===== src/hdl/prs_pkg.sv =====
// Package with constants and carriers for the 100Base-TX receive status bits
// ==========================================================================
package prs_pkg;

    // ======================================================================
    // Bit positions in the extended receive status register
    localparam int unsigned SIG_LOST_BIT  = 10;
    localparam int unsigned PLL_ERR_BIT   = 9;
    localparam int unsigned FALSE_CAR_BIT = 8;
    localparam int unsigned INV_SYM_BIT   = 7;
    localparam int unsigned HALT_BIT      = 6;
    localparam int unsigned PREM_END_BIT  = 5;
    localparam int unsigned ANEG_DONE_BIT = 4;
    localparam int unsigned SIG_DET_BIT   = 3;
    localparam int unsigned JABBER_BIT    = 2;
    localparam int unsigned RFAULT_BIT    = 1;
    localparam int unsigned LINK_BIT      = 0;

    // ======================================================================
    // Sizes and reset values
    localparam int unsigned REG_W       = 16;
    localparam int unsigned NUM_EVENTS  = 6;
    localparam int unsigned EVENT_LSB   = PREM_END_BIT;
    localparam logic [15:0] STATUS_RST  = 16'h0000;
    localparam logic [5:0]  EVENTS_RST  = 6'h00;
    localparam logic [1:0]  IDLE_RUN    = 2'h2;   // Idles in a row that end a packet early
    localparam logic [1:0]  IDLE_RST    = 2'h0;

    // ======================================================================
    // One decoded receive symbol from the 100Base-TX decoder
    typedef struct packed {
        logic sym_valid;   // A symbol is present this cycle
        logic in_packet;   // Symbol lies inside a valid packet
        logic invalid;     // Symbol code is not a legal code group
        logic halt;        // Symbol is a Halt
        logic idle;        // Symbol is an Idle
        logic jk_fail;     // Carrier start did not turn out to be /J/K/
    } prs_rx_sym_t;

    // Live levels from the rest of the PHY
    typedef struct packed {
        logic mode_100;      // One while 100Base-TX is selected
        logic sig_detect;    // Receive pair activity
        logic pll_fail;      // Receive PLL failed to lock
        logic aneg_enable;   // Control bit for auto-negotiation enable
        logic aneg_done;     // Negotiation process finished
        logic jabber;        // Basic status jabber bit
        logic remote_fault;  // Basic status remote fault bit
        logic link_ok;       // Basic status link bit
    } prs_phy_lvl_t;

endpackage


===== src/hdl/prs_latch_bit.sv =====
// Latching-high status bit with set priority over a read clear
`timescale 1ns/100ps

module prs_latch_bit (
    input  wire logic i_mclk,
    input  wire logic i_rst_n,
    input  wire logic i_set,
    input  wire logic i_clr,
    output logic      o_q
);

    logic next_q;

    // ======================================================================
    // Set wins so an event coinciding with the read is kept for the next one
    always_comb begin
        next_q = i_set | (o_q & ~i_clr);
    end

    always_ff @(posedge i_mclk) begin
        if (!i_rst_n) begin
            o_q <= 1'b0;
        end else begin
            o_q <= next_q;
        end
    end

endmodule


===== src/hdl/prs_rx_status.sv =====
// Extended receive status bits of a 10/100 PHY: event latches and live mirrors
`timescale 1ns/100ps

module prs_rx_status (
    input  wire logic                 i_mclk,
    input  wire logic                 i_rst_n,
    input  wire prs_pkg::prs_rx_sym_t i_rx_sym,
    input  wire prs_pkg::prs_phy_lvl_t i_lvl,
    input  wire logic                 i_rd_strobe,
    output logic [15:0]               o_status,
    output logic                      o_rx_err
);

    // ======================================================================
    // Declarations
    logic [prs_pkg::NUM_EVENTS-1:0] ev_set;
    logic [prs_pkg::NUM_EVENTS-1:0] ev_q;
    logic [1:0]                     idle_cnt;
    logic [1:0]                     next_idle_cnt;
    logic                           next_rx_err;
    logic [15:0]                    next_status;
    logic                           sym_in_pkt;
    logic                           prem_end;

    // ======================================================================
    // Symbol classification inside a packet, 100Base mode only
    // Events are gated by the mode so 10Base-T activity cannot leave stale bits
    assign sym_in_pkt = i_lvl.mode_100 & i_rx_sym.sym_valid & i_rx_sym.in_packet;

    // Run length of Idle symbols inside the current packet
    always_comb begin
        next_idle_cnt = prs_pkg::IDLE_RST;
        if (sym_in_pkt && i_rx_sym.idle) begin
            if (idle_cnt < prs_pkg::IDLE_RUN) begin
                next_idle_cnt = idle_cnt + 2'h1;
            end else begin
                next_idle_cnt = idle_cnt;
            end
        end else if (i_rx_sym.in_packet && !i_rx_sym.sym_valid) begin
            next_idle_cnt = idle_cnt;   // No symbol this cycle, keep the run
        end
    end

    always_ff @(posedge i_mclk) begin
        if (!i_rst_n) begin
            idle_cnt <= prs_pkg::IDLE_RST;
        end else begin
            idle_cnt <= next_idle_cnt;
        end
    end

    // Every Idle that follows another Idle in the same packet marks a premature end.
    // The counter saturates, so a third Idle still counts as a second one in a row:
    // a read that lands between two Idles of a long run cannot hide the condition.
    assign prem_end = sym_in_pkt & i_rx_sym.idle & (idle_cnt >= prs_pkg::IDLE_RUN - 2'h1);

    // ======================================================================
    // Event sources, one per latched bit, low index = premature end
    // Signal lost is a level: while the pair stays quiet it re-latches after every read
    always_comb begin
        ev_set    = '0;
        ev_set[prs_pkg::PREM_END_BIT  - prs_pkg::EVENT_LSB] = prem_end;
        ev_set[prs_pkg::HALT_BIT      - prs_pkg::EVENT_LSB] = sym_in_pkt & i_rx_sym.halt;
        ev_set[prs_pkg::INV_SYM_BIT   - prs_pkg::EVENT_LSB] = sym_in_pkt & i_rx_sym.invalid;
        ev_set[prs_pkg::FALSE_CAR_BIT - prs_pkg::EVENT_LSB] = i_lvl.mode_100 & i_rx_sym.jk_fail;
        ev_set[prs_pkg::PLL_ERR_BIT   - prs_pkg::EVENT_LSB] = i_lvl.mode_100 & i_lvl.pll_fail;
        ev_set[prs_pkg::SIG_LOST_BIT  - prs_pkg::EVENT_LSB] = i_lvl.mode_100 & ~i_lvl.sig_detect;
    end

    // One latch per event bit; a read clears at once every bit whose event is not present in that cycle
    genvar gi;
    generate
        for (gi = 0; gi < prs_pkg::NUM_EVENTS; gi++) begin : g_ev
            prs_latch_bit u_bit (
                .i_mclk  (i_mclk),
                .i_rst_n (i_rst_n),
                .i_set   (ev_set[gi]),
                .i_clr   (i_rd_strobe),
                .o_q     (ev_q[gi])
            );

            // Per-bit latch behaviour, checked on every event bit alike
            a_bit_set: assert property (@(posedge i_mclk) disable iff (!i_rst_n)
                ev_set[gi]
                |=> ev_q[gi])
                else $error("Event did not latch its bit");
            a_bit_hold: assert property (@(posedge i_mclk) disable iff (!i_rst_n)
                (ev_q[gi] && !i_rd_strobe)
                |=> ev_q[gi])
                else $error("Latched bit dropped without read");
            a_bit_clear: assert property (@(posedge i_mclk) disable iff (!i_rst_n)
                (i_rd_strobe && !ev_set[gi])
                |=> !ev_q[gi])
                else $error("Read left a latched bit set");
            a_bit_image: assert property (@(posedge i_mclk) disable iff (!i_rst_n)
                1'b1
                |=> o_status[prs_pkg::EVENT_LSB + gi] == $past(ev_q[gi]))
                else $error("Register image does not follow its latch");
        end
    endgenerate

    // ======================================================================
    // Receive error toward the MAC: bad symbol or Halt inside a packet
    // Registered, so the MAC sees it one edge after the symbol, in step with the latch
    always_comb begin
        next_rx_err = sym_in_pkt & (i_rx_sym.invalid | i_rx_sym.halt);
    end

    // ======================================================================
    // Register image; the read port sees the value registered a cycle earlier
    // Bits 15:11 belong to other logic and read as zero here
    // A read right after another read still sees the image from before the clear
    always_comb begin
        next_status = prs_pkg::STATUS_RST;
        next_status[prs_pkg::SIG_LOST_BIT:prs_pkg::PREM_END_BIT] = ev_q;
        next_status[prs_pkg::ANEG_DONE_BIT] = i_lvl.aneg_enable & i_lvl.aneg_done;
        next_status[prs_pkg::SIG_DET_BIT]   = i_lvl.sig_detect;
        next_status[prs_pkg::JABBER_BIT]    = i_lvl.jabber;
        next_status[prs_pkg::RFAULT_BIT]    = i_lvl.remote_fault;
        next_status[prs_pkg::LINK_BIT]      = i_lvl.link_ok;
    end

    always_ff @(posedge i_mclk) begin
        if (!i_rst_n) begin
            o_status <= prs_pkg::STATUS_RST;
            o_rx_err <= 1'b0;
        end else begin
            o_status <= next_status;
            o_rx_err <= next_rx_err;
        end
    end

    // ======================================================================
    // Checks
    // All checks rest while reset is held, except the one on the reset values;
    // each event shows in the image two edges after the edge that takes it
    a_sig_lost_set: assert property (@(posedge i_mclk) disable iff (!i_rst_n)
        (i_lvl.mode_100 && !i_lvl.sig_detect) |-> ##2 o_status[prs_pkg::SIG_LOST_BIT])
        else $error("Signal lost not latched");
    a_pll_err_set: assert property (@(posedge i_mclk) disable iff (!i_rst_n)
        (i_lvl.mode_100 && i_lvl.pll_fail) |-> ##2 o_status[prs_pkg::PLL_ERR_BIT])
        else $error("PLL lock error not latched");
    a_false_car_set: assert property (@(posedge i_mclk) disable iff (!i_rst_n)
        (i_lvl.mode_100 && i_rx_sym.jk_fail) |-> ##2 o_status[prs_pkg::FALSE_CAR_BIT])
        else $error("False carrier not latched");
    a_rx_err_pulse: assert property (@(posedge i_mclk) disable iff (!i_rst_n)
        (sym_in_pkt && i_rx_sym.invalid) |=> o_rx_err ##1 o_status[prs_pkg::INV_SYM_BIT])
        else $error("Invalid symbol not reported");
    a_halt_flag: assert property (@(posedge i_mclk) disable iff (!i_rst_n)
        (sym_in_pkt && i_rx_sym.halt) |=> o_rx_err ##1 o_status[prs_pkg::HALT_BIT])
        else $error("Halt symbol not reported");
    a_prem_end_set: assert property (@(posedge i_mclk) disable iff (!i_rst_n)
        (sym_in_pkt && i_rx_sym.idle) ##1 (sym_in_pkt && i_rx_sym.idle) |-> ##2 o_status[prs_pkg::PREM_END_BIT])
        else $error("Premature end not latched");
    a_hold_till_rd: assert property (@(posedge i_mclk) disable iff (!i_rst_n)
        (ev_q[prs_pkg::HALT_BIT - prs_pkg::EVENT_LSB] && !i_rd_strobe)
        |=> ev_q[prs_pkg::HALT_BIT - prs_pkg::EVENT_LSB])
        else $error("Latched bit dropped without read");
    a_clear_on_rd: assert property (@(posedge i_mclk) disable iff (!i_rst_n)
        (i_rd_strobe && ev_set == '0) |=> ev_q == '0)
        else $error("Read did not clear latched bits");
    a_set_beats_rd: assert property (@(posedge i_mclk) disable iff (!i_rst_n)
        (i_rd_strobe && ev_set[prs_pkg::INV_SYM_BIT - prs_pkg::EVENT_LSB])
        |=> ##1 o_status[prs_pkg::INV_SYM_BIT])
        else $error("Event lost during read");
    a_ten_mode_quiet: assert property (@(posedge i_mclk) disable iff (!i_rst_n)
        !i_lvl.mode_100 |-> ev_set == '0)
        else $error("Event raised in 10Base-T mode");
    a_aneg_done: assert property (@(posedge i_mclk) disable iff (!i_rst_n)
        1'b1 |=> o_status[prs_pkg::ANEG_DONE_BIT] == $past(i_lvl.aneg_enable & i_lvl.aneg_done))
        else $error("Negotiation complete bit wrong");
    a_live_mirror: assert property (@(posedge i_mclk) disable iff (!i_rst_n)
        1'b1 |=> o_status[3:0] == $past({i_lvl.sig_detect, i_lvl.jabber, i_lvl.remote_fault, i_lvl.link_ok}))
        else $error("Mirrored bits wrong");

    // Run of Idles: a gap keeps it, any other symbol or leaving the packet ends it
    a_prem_end_gap: assert property (@(posedge i_mclk) disable iff (!i_rst_n)
        (sym_in_pkt && i_rx_sym.idle) ##1 (i_rx_sym.in_packet && !i_rx_sym.sym_valid)
        ##1 (sym_in_pkt && i_rx_sym.idle) |-> ##2 o_status[prs_pkg::PREM_END_BIT])
        else $error("Premature end across a gap not latched");
    a_prem_lone_idle: assert property (@(posedge i_mclk) disable iff (!i_rst_n)
        (sym_in_pkt && !i_rx_sym.idle) ##1 (sym_in_pkt && i_rx_sym.idle)
        |-> !prem_end)
        else $error("Single Idle taken as premature end");
    a_idle_run_end: assert property (@(posedge i_mclk) disable iff (!i_rst_n)
        !i_rx_sym.in_packet
        |=> idle_cnt == prs_pkg::IDLE_RST)
        else $error("Idle run survived the end of the packet");

    // Receive error toward the MAC only for bad or Halt symbols in 100Base mode
    a_rx_err_quiet: assert property (@(posedge i_mclk) disable iff (!i_rst_n)
        !(sym_in_pkt && (i_rx_sym.invalid || i_rx_sym.halt))
        |=> !o_rx_err)
        else $error("Receive error without a bad symbol");
    a_rx_err_ten: assert property (@(posedge i_mclk) disable iff (!i_rst_n)
        !i_lvl.mode_100
        |=> !o_rx_err)
        else $error("Receive error in 10Base-T mode");

    // Negotiation complete stays low while disabled or still running
    a_aneg_off: assert property (@(posedge i_mclk) disable iff (!i_rst_n)
        !i_lvl.aneg_enable
        |=> !o_status[prs_pkg::ANEG_DONE_BIT])
        else $error("Negotiation complete while disabled");
    a_aneg_busy: assert property (@(posedge i_mclk) disable iff (!i_rst_n)
        !i_lvl.aneg_done
        |=> !o_status[prs_pkg::ANEG_DONE_BIT])
        else $error("Negotiation complete while in progress");

    // Reset empties the whole image; no disable here, or the check could never run
    a_status_reset: assert property (@(posedge i_mclk)
        !i_rst_n
        |=> (o_status == prs_pkg::STATUS_RST) && !o_rx_err)
        else $error("Register image not cleared by reset");

    c_prem_end: cover property (@(posedge i_mclk) disable iff (!i_rst_n) prem_end);
    c_set_on_rd: cover property (@(posedge i_mclk) disable iff (!i_rst_n) i_rd_strobe && (ev_set != '0));
    c_halt_err: cover property (@(posedge i_mclk) disable iff (!i_rst_n) sym_in_pkt && i_rx_sym.halt);
    c_aneg_done: cover property (@(posedge i_mclk) disable iff (!i_rst_n) $rose(o_status[prs_pkg::ANEG_DONE_BIT]));
    c_rd_clear: cover property (@(posedge i_mclk) disable iff (!i_rst_n) i_rd_strobe && (ev_q != '0));

endmodule


===== config.mk =====
export PLATFORM = sky130hd
export DESIGN_NAME = prs_rx_status
export DESIGN_NICKNAME = d
export VERILOG_FILES = /design/src/hdl/prs_pkg.sv /design/src/hdl/prs_latch_bit.sv /design/src/hdl/prs_rx_status.sv
export SDC_FILE = /design/constraint.sdc
export NUM_CORES = 1
export LEC_CHECK = 0
export ABC_AREA = 1
export BUFFER_PORTS_ARGS = -buffer_cell sky130_fd_sc_hd__buf_2
export CAP_MARGIN = 20
export CORE_MARGIN = 2
export CORE_UTILIZATION = 43
export DETAILED_ROUTE_END_ITERATION = 8
export PLACE_DENSITY = 0.75
export RECOVER_POWER = 50
export SYNTH_ARGS = -nofsm -noshare
export SYNTH_HDL_FRONTEND = slang
export SYNTH_SLANG_ARGS = --single-unit
export TNS_END_PERCENT = 5

===== constraint.sdc =====
create_clock -name i_mclk -period 1 [get_ports i_mclk]
set_input_delay 0.2 -clock i_mclk [delete_from_list [all_inputs] [get_ports i_mclk]]
set_output_delay 0.2 -clock i_mclk [all_outputs]
set_load 0.01 [all_outputs]

Yosys cells after proc, flatten, opt, wreduce, memory -nomap -nowiden
Index checks and enable logic that the tools add are counted.

storage, ports and cells
  memory bits (read-only) = 0
  input port bits = 17
  memory bits (writable) = 0
  bits in latches = 0
  memories = 0
  register bits after elaboration = 25
  word-level logic and storage cells = 48

operators by class
  add/subtract/negate cells = 1
  shift operators = 0
  muxes and demuxes = 3
  order comparisons = 2
  eq/ne operators = 2
  reduce and logical (&&, ||, !) cells = 4
  multiply operators = 0
  bitwise gates (word level) = 26
  divide/modulo/power cells = 0

operators by type and width
  cell                   number
  $and A1 B1 Y1          17
  $or A1 B1 Y1           7
  $mux W2                3
  $add A2 B1 Y2 const B  1
  $ge A2 B1 Y1 const B   1
  $logic_and A1 B1 Y1    2
  $lt A2 B2 Y1 const B   1
  $ne A2 B1 Y1 const B   1
  $ne A2 B2 Y1 const B   1
  $not A1 Y1             2
  $reduce_and A2 Y1      1
  $logic_not A1 Y1       1

Longest topological paths before layout
  word-level depth = 5
  mapped depth = 6
  gate-level depth less buffers = 6

Cells and area by module
Synthesis repeated with hierarchy kept, for this count alone.

unflattened totals
  cell total of the unflattened synthesis = 111
  area, all modules = 813.3 sq um

modules (own cells, without submodules)
  module         cells an instance  times used  area an instance (sq um)
  prs_rx_status  75                 1           550.5
  prs_latch_bit  6                  6           43.8

Least setup slack after synthesis
Ideal clock, no wire load.

  path type = reg-to-reg
  from = register idle_cnt[0]
  to = register idle_cnt[1]
  cell stages (with the launch flop) = 5
  clock period less this slack = 835 ps
  path buffers = 0
  arrival = 716 ps
  setup slack = 165 ps
  path through = dfxtp_1 -> inv_1 -> ha_1 -> nand2_1 -> a21oi_1

on the way
  cells in the longest elaborated chain, start to end = 3
  elaborated cells between the ends (all ways) = 6

RTL lines
  item                                                  RTL line                                  RTL
  start: declaration                                    prs_rx_status.sv:18                       logic [1:0] idle_cnt;
  start signal: assignment                              prs_rx_status.sv:46                       idle_cnt <= prs_pkg::IDLE_RST;
  start signal: assignment                              prs_rx_status.sv:48                       idle_cnt <= next_idle_cnt;
  $add A2 B1 Y2 / $lt A2 B2 Y1 (equally long branches)  prs_rx_status.sv:35, prs_rx_status.sv:34
  $mux W2 / $ne A2 B1 Y1 (equally long branches)        -
  $mux W2 / $reduce_and A2 Y1 (equally long branches)   -

Parallel ways exist; a longest one is shown, timed or not. The select of a mux whose other input is x is not followed.
A chain may end at the register's enable or synchronous reset.

Worst setup path after layout
  from = register o_status[5]
  to = output o_status[5]

RTL lines
  item                      RTL line              RTL
  start: declaration        prs_rx_status.sv:10   output logic [15:0] o_status,
  start signal: assignment  prs_rx_status.sv:125  o_status <= prs_pkg::STATUS_RST;
  start signal: assignment  prs_rx_status.sv:128  o_status <= next_status;

No word-level cell between the ends.

==> results.md <==
* Primary flip-flop cell chosen by synthesis mapping: dfxtp_1
* CP peak stage delay at 330 ps
* Post-synth top area share at a little under three fifths
* Buffer levels on the longest clock path at 2
* Effective utilization at floorplan at 46.88%
* Total power divided by cell area at approximately 1800 nW/um^2
* Horizontal extent of the die at about 45 um
* CP max stage cell: dfxtp_1
* Clk Latency, worst-skew pair at between 200 and 300 ps
* Post-Place Setup Slack at around 72 ps
* WP data arrival at 750 ps
* Mean post-synth cell area at 8.608 sq um
* Post-placement cell area at between 800 and 900 sq um
* Maximum clock rate at 1053 MHz
* Number of placement rows at 14
* Ys async rst share at 0%
* Fraction of power consumed by sequential logic at about 52%
* Count of warnings emitted by yosys at 0
* Total design power at around 0.0016 W
* Height of the die at 44.76 um
* Leading cell types by count after synthesis: dfxtp_1 (20), nand2_1 (19), inv_1 (14), buf_4 (5), nand3_1 (4)
* Final Util at between 50% and 60%
* Status: finished clean
* Avg WL per Cell at approximately 10 um
* Post-synthesis cell type count at 19
* Worst EP required at 800 ps
* Antenna violation net count after detailed routing at 0
* Final Wtd Congestion at between 0.7 and 0.8
* Overall via count from detail_route at 582
* Unrepaired setup endpoints after global routing: no
* Gate count after technology mapping at 83
* Clock share of power at 40.3%
* Final period util at a little over nine tenths
* Total Negative Setup Slacks at 0 ps
* Vias in the first global route at 527
* Maximum number of pins on one net before global-route repair at 18
* RR Startpoint: idle_cnt[1]
* Ant diodes at 0
* Tightest slew margin relative to the limit at a little over half
* Initial antenna violation count at 0
* Count of maximum capacitance violations at 0
* Min Clock Period, post-route at ~950 ps
* H-tree levels at 1
* CTS tree: done
* Number of sinks driven by the clock tree at 20
* Share of layout cells above drive strength 1 at between 30% and 40%
* Drt pass-1 iters at 4
* Most frequent cell after synthesis: dfxtp_1
* Detailed Place HPWL at 946.9 um
* Number of synthesized flops with an enable pin at 0
* Kind of path behind the tightest hold check: in -> reg
* Reg clk slew, reported paths at 110 ps
* Final global-route overflow total at 0
* Root Buffer Master: clkbuf_4
* IO Port Bufs at 28
* Critical path endpoint category: output port
* Cell internal power dissipation at ~0.0013 W
* Worst-case setup margin in the final layout at approximately 50 ps
* Number of buffers created by CTS at 3
* Worst-margin pin slew at roughly 700 ps
* Startpoint type of the worst setup path: register
* Proportion of synthesized chip area in sequential cells at 56.04%
* Max-slew violation total from the final report at 0
* Standard cell core area at around 1500 sq um
* Net switching power of the design at around 0.00032 W
* First DRT Iteration DRCs at 7
* CP delay by family, top: flip-flops
* Area grow syn2layout at 23.82%
* Final number of hold-violating endpoints at 0
* Cell type contributing the most total cell area after synthesis: dfxtp_1
* Flops & latches, synth at 20
* Worst IR Drop VDD at between 0.7 and 0.8 mV
* Layout Skew at around 2.6 ps
* Launch point of the worst path: o_status[5]
* Post-synthesis instance area at slightly above 700 sq um
* Post-CTS setup-driven buffer insertion count at 0
* Aggregate global-route resource usage at ~14%
* Part of the total power dissipated in combinational logic at 7.9%
* Number of nets at the end of the flow at 131
* Hold Path Origin: i_lvl[1]
* Global-route wire length before repair at around 2.0 mm
* DRC at 0
* Area of all placed cells without fillers at between 800 and 900 sq um
* Final wirelength at around 1.3 mm
* P_leak at between 0.5 and 0.6 nW
* Critical path peak fanout at 1
* Total Die Area at around 2000 sq um
* Final setup vio count at 0
* # IOs at 34
* Combined buffer and inverter count along the critical path at 1
* Detailed-route vias per instance at roughly 4.5
* Cell breakdown of the critical path: buf_2
* Dominant cells by area after synthesis: dfxtp_1 (56%), nand2_1 (10%), inv_1 (7.4%)
* Sw Ratio at between 20% and 30%
* WS Path Type: reg -> out
## sequential cells by signal (all words and copies together) (netlist names)
signal / flops
g_ev.u_bit.o_q: 6
idle_cnt: 2
o_rx_err: 1
o_status: 11
## layer usage
metal | share of wire [%] | global-route usage (%) | vias to the layer above
met5 | 0 | 0 | -
met4 | 1.7 | 10.91 | 0
met3 | 6.7 | 2.400 | 2
met2 | 51 | 25.51 | 24
met1 | 40 | 14.47 | 255
li1 | - | - | 301
## power groups by stage
| stage | Clock (W) | Combinational [W] | Sequential (W) |
|---|---|---|---|
| floorplan | 0 | 0.0000761 | 0.000858 |
| global placement | 0 | 0.000124 | 0.000847 |
| detailed placement | 0 | 0.000128 | 0.000848 |
| CTS | 0.000657 | 0.000130 | 0.000830 |
| global route | 0.000704 | 0.000143 | 0.000833 |
| finish | 0.000646 | 0.000127 | 0.000830 |
## cells by family after synthesis
kind of cell	Yosys count	share of synthesized area [%]
DFF	20	56.04
buffers and inverters	23	16.46
other	1	0.5249
AOI/OAI and AO/OA	8	6.129
and+or+nand+nor	30	19.09
adders and majority gates	1	1.751
## placed cells by master, fill, tap and decap left out, types with 2 or more instances in the layout
master and count:
conb_1 5, nand3_1 4, nand2_1 19, o21ai_0 4, nor2_1 3, buf_2 27
clkbuf_4 3, inv_2 2, a21oi_1 2, dfxtp_1 19, inv_1 14
## through the flow
stage               std cells  hold WS, ps
floorplan                  87        293.5
global placement          124        381.5
detailed placement        124        387.6
CTS                       128        78.66
global route              128        67.88
finish                    128        80.62
## path summary, 6_finish.rpt
kind,end,slack [ps],cells past startpoint
setup / recovery,o_status[5],50,1
hold / removal,o_status[1],80,3
setup reg to reg,idle_cnt[1],60,4
hold reg to reg,o_status[6],440,2
## layout make-up
type / count / area (sq um)
repair buffers: 28 / 138.9
flip-flops and latches: 20 / 401.6
well taps: 16 / 20.02
clock buffers: 3 / 22.52
fillers: 141 / 639.4
multi-input cells: 44 / 211.5
inverters: 16 / 60.06
clock inverters: 1 / 30.03
## timing repair
action / CTS / global route
gates resized for setup: 0 / 1
setup endpoints to repair: 0 / 1
hold buffers: 0 / 0
(Power assumes the default switching activity.)
